`config.mk`:
```
export PLATFORM = sky130hd
export DESIGN_NAME = dpes_top
export DESIGN_NICKNAME = d
export VERILOG_FILES = /design/src/dpes_pkg.sv /design/src/dpes_par_chk.sv /design/src/dpes_top.sv
export SDC_FILE = /design/constraint.sdc
export NUM_CORES = 1
export LEC_CHECK = 0
export ABC_AREA = 1
export BUFFER_PORTS_ARGS = -buffer_cell sky130_fd_sc_hd__buf_2
export CAP_MARGIN = 5
export CORE_MARGIN = 1.5
export CORE_UTILIZATION = 48
export CTS_CLUSTER_DIAMETER = 200
export DETAILED_ROUTE_END_ITERATION = 6
export PLACE_DENSITY_LB_ADDON = 0.15
export SYNTH_ARGS = -nofsm -noshare
export SYNTH_HDL_FRONTEND = slang
export SYNTH_SLANG_ARGS = --single-unit
```
`constraint.sdc`:
```
create_clock -name clk_in -period 2.05 [get_ports clk_in]
set_input_delay 0.205 -clock clk_in [delete_from_list [all_inputs] [get_ports clk_in]]
set_output_delay 0.205 -clock clk_in [all_outputs]
set_load 0.005 [all_outputs]
```
`src/dpes_pkg.sv`:
```
// constants and types for the disk pack exception and result logic
// Summary of operation
// drive electronics or drive not ready or unsafe ends the operation with not-ready.
// absent drive gives not-ready on every operation but a test with wait select 10.
// missing spindle on single-spindle drive gives not-ready without not-present.
// read code mismatch gives read data error at completion unless code-return variant.
// sector code detects bursts up to 32 bits, corrects up to 11 in software.
// any drive electronics or drive failure sets result bit 4.
// write lockout ends write, initialize or relocate at once and is flagged.
// slip is informational and never sets the exception summary bit 1.
// address parity or sync error after first wanted sector ends the operation.
// missing sector pulses set 4,9,10,11,22,23; missing read data sets 9,10,11.
// sector not found with correct cylinder, head and no parity error stops at once.
// timeout on 1 second without clock pulse, or on seek timeout.
// link transfers carry odd parity; initiate error ends at once, later at completion.
// after result transmission error only bits 0,1,7,15,16 (test adds 7-11,17-23) valid.
// bit 16 cleared on pause, seeking unit, or seek flip-flop for other cylinder.
// bit 16 cleared for read, write, relocate, initialize to busy unit without wait.
// test wait 10 clears bit 16 if not ready, absent, seeking; wait 01 if ready.
// read with code return gives flags 001, extended status raised gives 011, bit 16 clear.
// a result with transmission parity bit 15 always keeps bit 16 set.
// drive electronics result word forms extended status bits 0 to 15.
// each drive electronics result bit is translated onto its result bit; drive bits 10-13 are not mapped here.
// extended bit 37 selects last control message or drive status in bits 38-61.
// bit 1 summarises bits 2-4,6,9-15,22 on non-test operations.
// deferred conditions are latched and assembled into the result at the end.
package dpes_pkg;
  typedef enum logic [2:0] {OP_READ, OP_WRITE, OP_INIT, OP_RELOC, OP_TEST, OP_PAUSE} dpes_op_t;
  typedef enum logic [1:0] {ST_IDLE, ST_RUN, ST_DONE} dpes_state_t;
  localparam int RB_DONE   = 0;
  localparam int RB_EXC    = 1;
  localparam int RB_NRDY   = 2;
  localparam int RB_RDERR  = 3;
  localparam int RB_ATTN   = 4;
  localparam int RB_LOCK   = 6;
  localparam int RB_SLIP   = 7;
  localparam int RB_APAR   = 9;
  localparam int RB_SADR   = 10;
  localparam int RB_TMO    = 11;
  localparam int RB_SEEKG  = 12;
  localparam int RB_SEEKFF = 14;
  localparam int RB_XPAR   = 15;
  localparam int RB_DONE2  = 16;
  localparam int RB_ID_LO  = 17;
  localparam int RB_SF_LO  = 21;
  localparam int RB_W      = 24;
  localparam logic [2:0] SF_ECC = 3'h1;
  localparam logic [2:0] SF_EXT = 3'h3;
  localparam logic [1:0] WSEL_PRESENT = 2'h2;
  localparam logic [1:0] WSEL_ABSENT  = 2'h1;
  localparam int DRV_W      = 16;
  localparam int DRV_ABSENT = 9;
  localparam int EX_W       = 64;
  localparam int EX_MSG_ERR = 37;
  localparam int EX_MSG_LO  = 38;
  localparam int EX_MSG_W   = 24;
  localparam int EX_VLD_LO  = 62;
  localparam logic [RB_W-1:0] RES_RESET = 24'h00_0000;
  localparam logic [EX_W-1:0] EXT_RESET = 64'h0000_0000_0000_0000;
  localparam longint CLK_HZ      = 100_000_000;
  localparam longint TIMEOUT_SEC = 1;
  localparam int     TIMEOUT_CYC = int'(TIMEOUT_SEC * CLK_HZ);
  // arbitrary neutral identity value, not any real control code
  localparam logic [6:0] CTRL_ID_DEFAULT = 7'h2A;
endpackage : dpes_pkg

```
`src/dpes_par_chk.sv`:
```
// odd parity checker for one link word
`timescale 1ns/10ps
`default_nettype none
module dpes_par_chk
  import dpes_pkg::*;
#(
  parameter int W = 16
)(
  input  wire logic [W-1:0] word_in,
  input  wire logic         par_in,
  output logic              even_err_out
);
  // even parity over word and parity bit is a transmission error
  assign even_err_out = ~(^{word_in, par_in});
endmodule // dpes_par_chk
`default_nettype wire

```
`src/dpes_top.sv`:
```
// exception detection and result assembly for the disk pack control
`timescale 1ns/10ps
`default_nettype none
module dpes_top
  import dpes_pkg::*;
#(
  parameter int         TMO_CYC = TIMEOUT_CYC,
  parameter logic [6:0] CTRL_ID = CTRL_ID_DEFAULT
)(
  input  wire logic              clk_in,
  input  wire logic              rst_n_in,
  input  wire logic              op_start_in,
  input  var  dpes_op_t          op_code_in,
  input  wire logic              ecc_return_in,
  input  wire logic              wait_busy_in,
  input  wire logic [1:0]        test_wait_select_in,
  input  wire logic              op_end_in,
  input  wire logic              init_phase_in,
  input  wire logic              unit_ready_in,
  input  wire logic              unit_safe_in,
  input  wire logic              unit_present_in,
  input  wire logic              spindle_missing_in,
  input  wire logic              unit_busy_in,
  input  wire logic              unit_seeking_in,
  input  wire logic              seek_ff_set_in,
  input  wire logic              seek_ff_other_cyl_in,
  input  wire logic              write_lockout_in,
  input  wire logic              slip_in,
  input  wire logic              ecc_mismatch_in,
  input  wire logic              drive_fail_in,
  input  wire logic              first_sector_in,
  input  wire logic              addr_par_err_in,
  input  wire logic              cyl_head_ok_in,
  input  wire logic              sector_not_found_in,
  input  wire logic              large_drive_in,
  input  wire logic              sector_pulse_miss_in,
  input  wire logic              read_data_miss_in,
  input  wire logic              clock_pulse_in,
  input  wire logic              seek_timeout_in,
  input  wire logic [2:0]        unit_id_in,
  input  wire logic [1:0]        config_in,
  input  wire logic              link_valid_in,
  input  wire logic              link_is_result_in,
  input  wire logic [DRV_W-1:0]  link_word_in,
  input  wire logic              link_par_in,
  input  wire logic              ctrl_msg_sent_in,
  input  wire logic [23:0]       drive_control_message_in,
  input  wire logic              ctrl_msg_error_in,
  input  wire logic [23:0]       drive_status_in,
  input  wire logic [20:0]       ext_detail_in,
  input  wire logic [1:0]        ext_valid_code_in,
  output logic                   op_active_out,
  output logic                   result_valid_out,
  output logic [RB_W-1:0]        result_out,
  output logic [EX_W-1:0]        extended_fault_report_out
);
  ////////////////////////////////////////////////////////////////////////////////
  dpes_state_t        state_reg, state_next;
  dpes_op_t           op_reg;
  logic               ecc_reg, wait_reg;
  logic [1:0]         wsel_reg;
  logic [RB_W-1:0]    acc_reg, acc_next, ev_bits, drv_map, raw, res_next;
  logic [DRV_W-1:0]   drv_reg;
  logic [23:0]        msg_reg;
  logic [31:0]        tmo_cnt_reg;
  logic               rpar_reg, result_valid_reg, op_active_reg;
  logic [RB_W-1:0]    result_reg;
  logic [EX_W-1:0]    ext_reg, ext_next;
  wire                par_err;
  wire                start      = (state_reg == ST_IDLE) && op_start_in;
  wire                run        = (state_reg == ST_RUN);
  wire                is_test    = (op_reg == OP_TEST);
  wire                is_read    = (op_reg == OP_READ);
  wire                is_pause   = (op_reg == OP_PAUSE);
  wire                rw_rel     = is_read || (op_reg == OP_WRITE) || (op_reg == OP_RELOC);
  wire                wclass     = (op_reg == OP_WRITE) || (op_reg == OP_INIT)
                                   || (op_reg == OP_RELOC);
  wire                rwri       = rw_rel || (op_reg == OP_INIT);
  wire                wsel_pres  = is_test && (wsel_reg == WSEL_PRESENT);
  wire                wsel_abs   = is_test && (wsel_reg == WSEL_ABSENT);
  wire                link_err   = run && link_valid_in && par_err;
  wire                drv_arrive = run && link_valid_in && link_is_result_in;
  wire                absent_nr  = !unit_present_in && !wsel_pres;
  wire                nrdy_ev    = run && (!unit_ready_in || !unit_safe_in
                                   || spindle_missing_in || absent_nr);
  wire                lock_ev    = run && write_lockout_in && wclass;
  wire                apar_ev    = run && addr_par_err_in && first_sector_in;
  wire                spm_ev     = run && sector_pulse_miss_in && large_drive_in;
  wire                rdm_ev     = run && read_data_miss_in;
  wire                sadr_ev    = run && rw_rel && sector_not_found_in && cyl_head_ok_in
                                   && !addr_par_err_in;
  wire                clk_tmo    = run && rw_rel && !clock_pulse_in
                                   && (tmo_cnt_reg == 32'(TMO_CYC - 1));
  wire                tmo_ev     = clk_tmo || (run && rwri && seek_timeout_in);
  wire                term_now   = run && (nrdy_ev || lock_ev || apar_ev || sadr_ev
                                   || tmo_ev || spm_ev || (link_err && init_phase_in)
                                   || op_end_in || is_test);

  dpes_par_chk #(.W(DRV_W)) u_par (
    .word_in      (link_word_in),
    .par_in       (link_par_in),
    .even_err_out (par_err)
  );

  ////////////////////////////////////////////////////////////////////////////////
  // translation of drive electronics result bits onto result bits
  always_comb
  begin
    drv_map = '0;
    drv_map[RB_RDERR]  = drv_reg[0];
    drv_map[RB_LOCK]   = drv_reg[1];
    drv_map[RB_SEEKFF] = drv_reg[2];
    drv_map[RB_SEEKG]  = drv_reg[3];
    drv_map[RB_NRDY]   = drv_reg[4] | drv_reg[5] | drv_reg[DRV_ABSENT];
    drv_map[RB_APAR]   = drv_reg[6];
    drv_map[RB_SADR]   = drv_reg[7];
    drv_map[RB_TMO]    = drv_reg[8];
    drv_map[RB_XPAR]   = drv_reg[14];
    drv_map[RB_ATTN]   = drv_reg[15];
    drv_map[22]        = drv_reg[15];
    drv_map[23]        = drv_reg[15];
    // a code-return read hands the raw check back, so no read error is raised
    if (is_read && ecc_reg)
      drv_map[RB_RDERR] = 1'b0;
  end

  // events that set deferred flags in result bit positions
  always_comb
  begin
    ev_bits = '0;
    ev_bits[RB_NRDY]   = nrdy_ev;
    // the drive's code detects bursts to 32 bits; 11-bit repair is software's job
    ev_bits[RB_RDERR]  = run && is_read && ecc_mismatch_in && !ecc_reg;
    ev_bits[RB_ATTN]   = (run && drive_fail_in) || spm_ev;
    ev_bits[RB_LOCK]   = lock_ev;
    ev_bits[RB_SLIP]   = run && slip_in;
    ev_bits[RB_APAR]   = apar_ev || spm_ev || rdm_ev;
    ev_bits[RB_SADR]   = sadr_ev || spm_ev || rdm_ev;
    ev_bits[RB_TMO]    = tmo_ev || spm_ev || rdm_ev;
    ev_bits[RB_XPAR]   = link_err;
    ev_bits[22]        = spm_ev;
    ev_bits[23]        = spm_ev;
  end

  // new events win over the clear at operation start
  assign acc_next = (start ? '0 : acc_reg) | ev_bits;

  ////////////////////////////////////////////////////////////////////////////////
  // final result assembly, done in the cycle after termination
  wire clr_done2 = is_pause
                   || (rw_rel && (unit_seeking_in || seek_ff_other_cyl_in))
                   || (rwri && unit_busy_in && !wait_reg)
                   || (wsel_pres && (!unit_ready_in || !unit_present_in
                                     || unit_seeking_in))
                   || (wsel_abs && unit_ready_in);
  wire ext_raised = rwri && (|drv_reg);
  wire [2:0] sflag = (is_read && ecc_reg) ? SF_ECC :
                     ext_raised            ? SF_EXT : 3'h0;
  wire exc_rw = |{raw[4:2], raw[6], raw[15:9], raw[22]};
  wire exc_t  = |{raw[RB_NRDY], raw[RB_LOCK], raw[RB_SEEKG], raw[RB_SEEKFF], raw[RB_XPAR]};

  always_comb
  begin
    raw = acc_reg | drv_map;
    raw[RB_DONE] = 1'b1;
    raw[RB_EXC]  = 1'b0;
    raw[RB_SEEKFF] = raw[RB_SEEKFF] | (seek_ff_set_in && (rw_rel || is_test));
    if (is_test)
    begin
      raw[RB_SEEKG] = raw[RB_SEEKG] | unit_seeking_in;
      raw[RB_SLIP]  = unit_id_in[2];
      raw[8]        = unit_id_in[1];
      raw[RB_APAR]  = unit_id_in[0];
      raw[RB_SADR]  = config_in[1];
      raw[RB_TMO]   = config_in[0];
      for (int i = 0; i < 7; i++)
        raw[RB_ID_LO + i] = CTRL_ID[6 - i];
    end
    else
    begin
      for (int i = 0; i < 3; i++)
        raw[RB_SF_LO + i] = raw[RB_SF_LO + i] | sflag[2 - i];
    end
    // any nonzero special flag, own or mapped from the drive, asks for the extended read
    raw[RB_DONE2] = !(clr_done2 || (!is_test && (raw[RB_SF_LO +: 3] != 3'h0)));
  end

  always_comb
  begin
    res_next = raw;
    res_next[RB_EXC] = is_test ? exc_t : exc_rw;
    if (rpar_reg)
    begin
      // a damaged result word leaves only the control's own bits trustworthy
      res_next = '0;
      res_next[RB_DONE] = 1'b1;
      res_next[RB_EXC]  = 1'b1;
      res_next[RB_SLIP] = raw[RB_SLIP];
      res_next[RB_XPAR] = 1'b1;
      if (is_test)
        res_next[23:17] = raw[23:17];
      if (is_test)
        res_next[11:7] = raw[11:7];
    end
    if (res_next[RB_XPAR])
      res_next[RB_DONE2] = 1'b1;
  end

  // extended fault report built from drive result and message history
  always_comb
  begin
    ext_next = '0;
    ext_next[DRV_W-1:0] = drv_reg;
    if (spindle_missing_in)
      ext_next[DRV_ABSENT] = 1'b0;
    ext_next[36:16] = ext_detail_in;
    ext_next[EX_MSG_ERR] = ctrl_msg_error_in;
    ext_next[EX_MSG_LO +: EX_MSG_W] = ctrl_msg_error_in ? msg_reg : drive_status_in;
    ext_next[EX_VLD_LO +: 2] = ext_valid_code_in;
  end

  ////////////////////////////////////////////////////////////////////////////////
  always_comb
  begin
    state_next = state_reg;
    case (state_reg)
      ST_IDLE: if (op_start_in) state_next = ST_RUN;
      ST_RUN:  if (term_now)    state_next = ST_DONE;
      ST_DONE: state_next = ST_IDLE;
      default: state_next = ST_IDLE;
    endcase
  end

  always_ff @(posedge clk_in or negedge rst_n_in)
  begin
    if (!rst_n_in)
    begin
      state_reg <= ST_IDLE;
      op_reg    <= OP_READ;
      ecc_reg   <= 1'b0;
      wait_reg  <= 1'b0;
      wsel_reg  <= 2'h0;
      acc_reg   <= RES_RESET;
    end
    else
    begin
      state_reg <= state_next;
      acc_reg   <= acc_next;
      if (start)
      begin
        op_reg   <= op_code_in;
        ecc_reg  <= ecc_return_in;
        wait_reg <= wait_busy_in;
        wsel_reg <= test_wait_select_in;
      end
    end
  end

  always_ff @(posedge clk_in or negedge rst_n_in)
  begin
    if (!rst_n_in)
    begin
      drv_reg     <= 16'h0000;
      rpar_reg    <= 1'b0;
      msg_reg     <= 24'h00_0000;
      tmo_cnt_reg <= 32'h0000_0000;
    end
    else
    begin
      if (start)
        drv_reg <= 16'h0000;
      else if (drv_arrive)
        drv_reg <= link_word_in;
      rpar_reg <= (!start && rpar_reg) || (drv_arrive && par_err);
      if (ctrl_msg_sent_in)
        msg_reg <= drive_control_message_in;
      tmo_cnt_reg <= (!run || clock_pulse_in) ? 32'h0000_0000 : tmo_cnt_reg + 32'h0000_0001;
    end
  end

  always_ff @(posedge clk_in or negedge rst_n_in)
  begin
    if (!rst_n_in)
    begin
      result_reg       <= RES_RESET;
      result_valid_reg <= 1'b0;
      op_active_reg    <= 1'b0;
      ext_reg          <= EXT_RESET;
    end
    else
    begin
      result_valid_reg <= (state_reg == ST_DONE);
      op_active_reg    <= (state_next == ST_RUN);
      if (state_reg == ST_DONE)
      begin
        result_reg <= res_next;
        ext_reg    <= ext_next;
      end
    end
  end

  assign op_active_out             = op_active_reg;
  assign result_valid_out          = result_valid_reg;
  assign result_out                = result_reg;
  assign extended_fault_report_out = ext_reg;

  ////////////////////////////////////////////////////////////////////////////////
  chk_nrdy_term: assert property (@(posedge clk_in) disable iff (!rst_n_in)
    nrdy_ev |-> ##2 (result_valid_out && (result_out[RB_NRDY] || result_out[RB_XPAR])))
    else $error("not-ready did not end the operation");
  chk_lock_term: assert property (@(posedge clk_in) disable iff (!rst_n_in)
    lock_ev |=> (state_reg == ST_DONE) ##1 (result_out[RB_LOCK] || result_out[RB_XPAR]))
    else $error("write lockout not terminated or flagged");
  chk_tmo_flag: assert property (@(posedge clk_in) disable iff (!rst_n_in)
    tmo_ev |-> ##2 (result_valid_out && (result_out[RB_TMO] || result_out[RB_XPAR])))
    else $error("timeout not reported");
  chk_slip_only: assert property (@(posedge clk_in) disable iff (!rst_n_in)
    (result_valid_out && result_out[RB_SLIP] && (result_out[15:2] & 14'h3F97) == 14'h0000
     && !result_out[22] && $past(!is_test)) |-> !result_out[RB_EXC])
    else $error("slip alone raised the summary bit");
  chk_xpar_done2: assert property (@(posedge clk_in) disable iff (!rst_n_in)
    (result_valid_out && result_out[RB_XPAR]) |-> result_out[RB_DONE2])
    else $error("bit 16 clear with transmission error");
  chk_pause_done2: assert property (@(posedge clk_in) disable iff (!rst_n_in)
    (state_reg == ST_DONE && is_pause && !res_next[RB_XPAR]) |=> !result_out[RB_DONE2])
    else $error("pause result would be stored");
  chk_ecc_flags: assert property (@(posedge clk_in) disable iff (!rst_n_in)
    (state_reg == ST_DONE && is_read && ecc_reg && !rpar_reg && !res_next[RB_XPAR]
     && !(acc_reg[22] | acc_reg[23] | drv_reg[15]))
    |=> ({result_out[RB_SF_LO], result_out[RB_SF_LO + 1], result_out[RB_SF_LO + 2]} == SF_ECC
         && !result_out[RB_DONE2]))
    else $error("code-return read flags wrong");
  chk_drv_attn: assert property (@(posedge clk_in) disable iff (!rst_n_in)
    (state_reg == ST_DONE && drv_reg[15] && !rpar_reg && !is_test)
    |=> (result_out[RB_ATTN] && result_out[22] && result_out[23] && result_out[RB_EXC]))
    else $error("drive attention not translated");
endmodule // dpes_top
`default_nettype wire
```
==> run summary <==
Int Pwr: 0.008424 W
Setup Crit Path Kind: flip-flop to flip-flop
Die W: 132.9 um
P per Cell Area: 1222 nW/um^2
Antenna violations before repair: 1
Most frequent cells after synthesis: 259 x nand2_1, 177 x dfrtp_1, 78 x nor2_1, 69 x a21oi_1, 62 x inv_1
All-layer global routing usage: 26.05%
Post-CTS setup buffers: 0
Row Count: 47
Worst-margin pin slew: 585.3 ps
CP Buf/Inv Count: 1
Placer's final routability congestion estimate: 0.8851
Count leader, synth: nand2_1
Synth Register Bits: 177
Hold path startpoint: op_code_in[0]
R2R Path End: tmo_cnt_reg[26]
Max Cap Viol: 0
WL/cell: 15.86 um
H-tree depth: 4
CTS buffer count: 17
Critical path cell sequence: ha_1, nand3_1, inv_2, nand2_2, nor2_4, nand2_2, nor2_4, nand2_4, nor2_4, nand3_1, nand2_1, nor2_1
Die Ht: 132.9 um
Asr flop ratio synth: 100.0%
Critical path's slowest cell: dfrtp_1
Starting density of the core: 49.01%
Clock share of power: 28.5%
DP Area: 9460 um^2
CP top delay family: simple AND/OR/NAND/NOR gates
Arrival time at the worst endpoint: 2130 ps
CP peak stage delay: 390 ps
Grt ovf: 0
Combinational power share: 30.9%
Slew HR: 60.98%
Share of cells above drive strength 1: 26.54%
Hold path depth: 3
First-pass GRT wire length: 36250 um
Cells after synthesis: 932
Clock Latency Late Sink: 420 ps
DP Wirelength: 16090 um
Hold Violations, Final: 0
Fin crit period: 1822 ps
DRC Markers: 0
Most used cell, CP: nor2_4
Unrepaired setup endpoints after global routing: no
CTS tree: built
Full die area: 17660 um^2
Via count of the routed design: 7294
Required @ worst endpoint: 2360 ps
Synth-to-Final Area Change: 29.86%
Net Switching: 0.004424 W
Warnings, synthesis: 0
EDFF count, synth: 0
Post-synth top area share: 54.69%
Switching share of power: 34.43%
Final WL: 22500 um
IO buf count: 214
Syn_area_per_cell: 8.690 um^2
Static Leakage: 5.175 nW
Post-route cell area: 10520 um^2
VDD IR max: 0.6707 mV
Worst Setup Start Kind: flip-flop
HP Class: primary input to flip-flop
Setup TNS: 0 ps
Fin util: 63.65%
Seq pwr share: 40.6%
Worst r2r src: tmo_cnt_reg[0]
Hold WS: 6.473 ps
Area leader, netlist: dfrtp_1
Vias in the first global route: 7098
Achievable frequency: 549.0 MHz
Clock transition at path regs: 70 ps
Core area: 16520 um^2
Post-route ant nets: 0
Register area share after synthesis: 54.69%
Crit. End Element: flip-flop
Max FFs per register: 64
Pin count of the biggest net entering global routing: 88
CTS Buffer Depth: 2
Root buffer cell: clkbuf_16
Ys flop type: dfrtp_1
Worst Clk Skew: 14.70 ps
Area contributors post-synth: dfrtp_1 55%, nand2_1 12%, a21oi_1 4.3%
Status: finished, final reports clean
Mapped Area: 8099 um^2
I/O pin cnt: 220
Final period utilization: 88.86%
Slew Viols, Final: 0
DRT iter0 DRCs: 558
Setup slack, reg-to-reg: 230 ps
Max FO, Critical Path: 5
# clock sinks: 177
Pre-antenna DRT Iters: 5
R2R depth: 12
Setup violations, final: 0
Fin nets: 1316
Hold Path Sink: op_reg[0]
Via-to-Cell Ratio: 5.140
Yosys cell types: 39
## kinds of logic after synthesis
group / synth area share (%)
other: 0.04630
buffers and inverters: 5.562
multiplexers: 3.337
flip-flops: 54.69
AND/OR/NAND/NOR: 24.07
XOR/XNOR: 2.704
AO/OA/AOI/OAI: 9.439
adder cells (fa/ha/maj): 0.1545
## through the flow
stage	total power, W	setup slack (ps)	instances
final	0.01285	228.5	1419
after global routing	0.01363	59.64	1419
after CTS	0.01288	246.6	1418
after detailed placement	0.009146	251.5	1347
after global placement	0.009042	322.4	1347
after floorplan	0.007344	466.5	936
## worst max-delay path by stage
stage / depth (start not counted) / end / startpoint / slack [ps]
after global placement: 10 / op_active_out / state_reg[1] / 320
after global routing: 12 / tmo_cnt_reg[26] / tmo_cnt_reg[0] / 60
after detailed placement: 12 / tmo_cnt_reg[26] / tmo_cnt_reg[0] / 250
after CTS: 12 / tmo_cnt_reg[26] / tmo_cnt_reg[0] / 250
after floorplan: 12 / tmo_cnt_reg[26] / tmo_cnt_reg[0] / 470
final: 12 / tmo_cnt_reg[26] / tmo_cnt_reg[0] / 230
## worst register-to-register path: stages (launching register included)
cell and delay (ps):
dfrtp_1 390, ha_1 200, nand3_1 180, inv_2 100, nand2_2 80, nor2_4 140
nand2_2 100, nor2_4 140, nand2_4 80, nor2_4 120, nand3_1 90, nand2_1 70
nor2_1 40
## what timing repair did
item,CTS,global route
hold buffers,39,0
endpoints found under the hold margin,93,0
resized for setup,0,0
## per-layer routing
metal / wire [um] / global-route usage [%]
met5: 0 / 0
met3: 1454 / 4.751
met4: 272 / 8.059
met1: 10090 / 35.17
met2: 10690 / 42.91
## cell usage in the layout (no fill, tap or decap), types with 3 or more instances in the layout
cell type,netlist,routed
clkbuf_16,0,17
conb_1,1,5
o211ai_1,3,3
nor2_4,6,6
buf_2,3,213
o22ai_1,5,5
nor3_1,25,25
inv_1,62,62
dfrtp_1,177,177
buf_4,7,10
o21ai_1,5,5
nand3_1,41,41
dlygate4sd3_1,0,39
a21oi_1,69,69
xnor2_1,8,8
nor4_1,11,11
nor2_1,78,78
bufinv_16,0,5
buf_12,0,4
inv_2,13,13
mux2_2,24,24
nand2_1,259,258
a22o_1,3,3
xor2_1,17,17
inv_6,0,5
or2_2,3,3
nand4_1,11,11
o21ai_0,50,50
nand2_2,6,6
## power by group through the flow
stage | registers [W] | clock network, W | logic [W]
after global placement | 0.00523 | 0 | 0.00382
after global routing | 0.00534 | 0.00385 | 0.00444
after detailed placement | 0.00526 | 0 | 0.00388
after CTS | 0.00521 | 0.00371 | 0.00396
after floorplan | 0.00523 | 0 | 0.00212
final | 0.00522 | 0.00366 | 0.00397
## layout make-up
type / count / area, um^2
inverters: 75 / 281.5
flip-flops and latches: 177 / 4429
well taps: 220 / 275.3
clock inverters: 13 / 221.5
diodes: 1 / 2.502
multi-input cells: 647 / 3242
fillers: 1451 / 6007
clock buffers: 19 / 442.9
repair buffers: 267 / 1623
(Power assumes the default switching activity.)
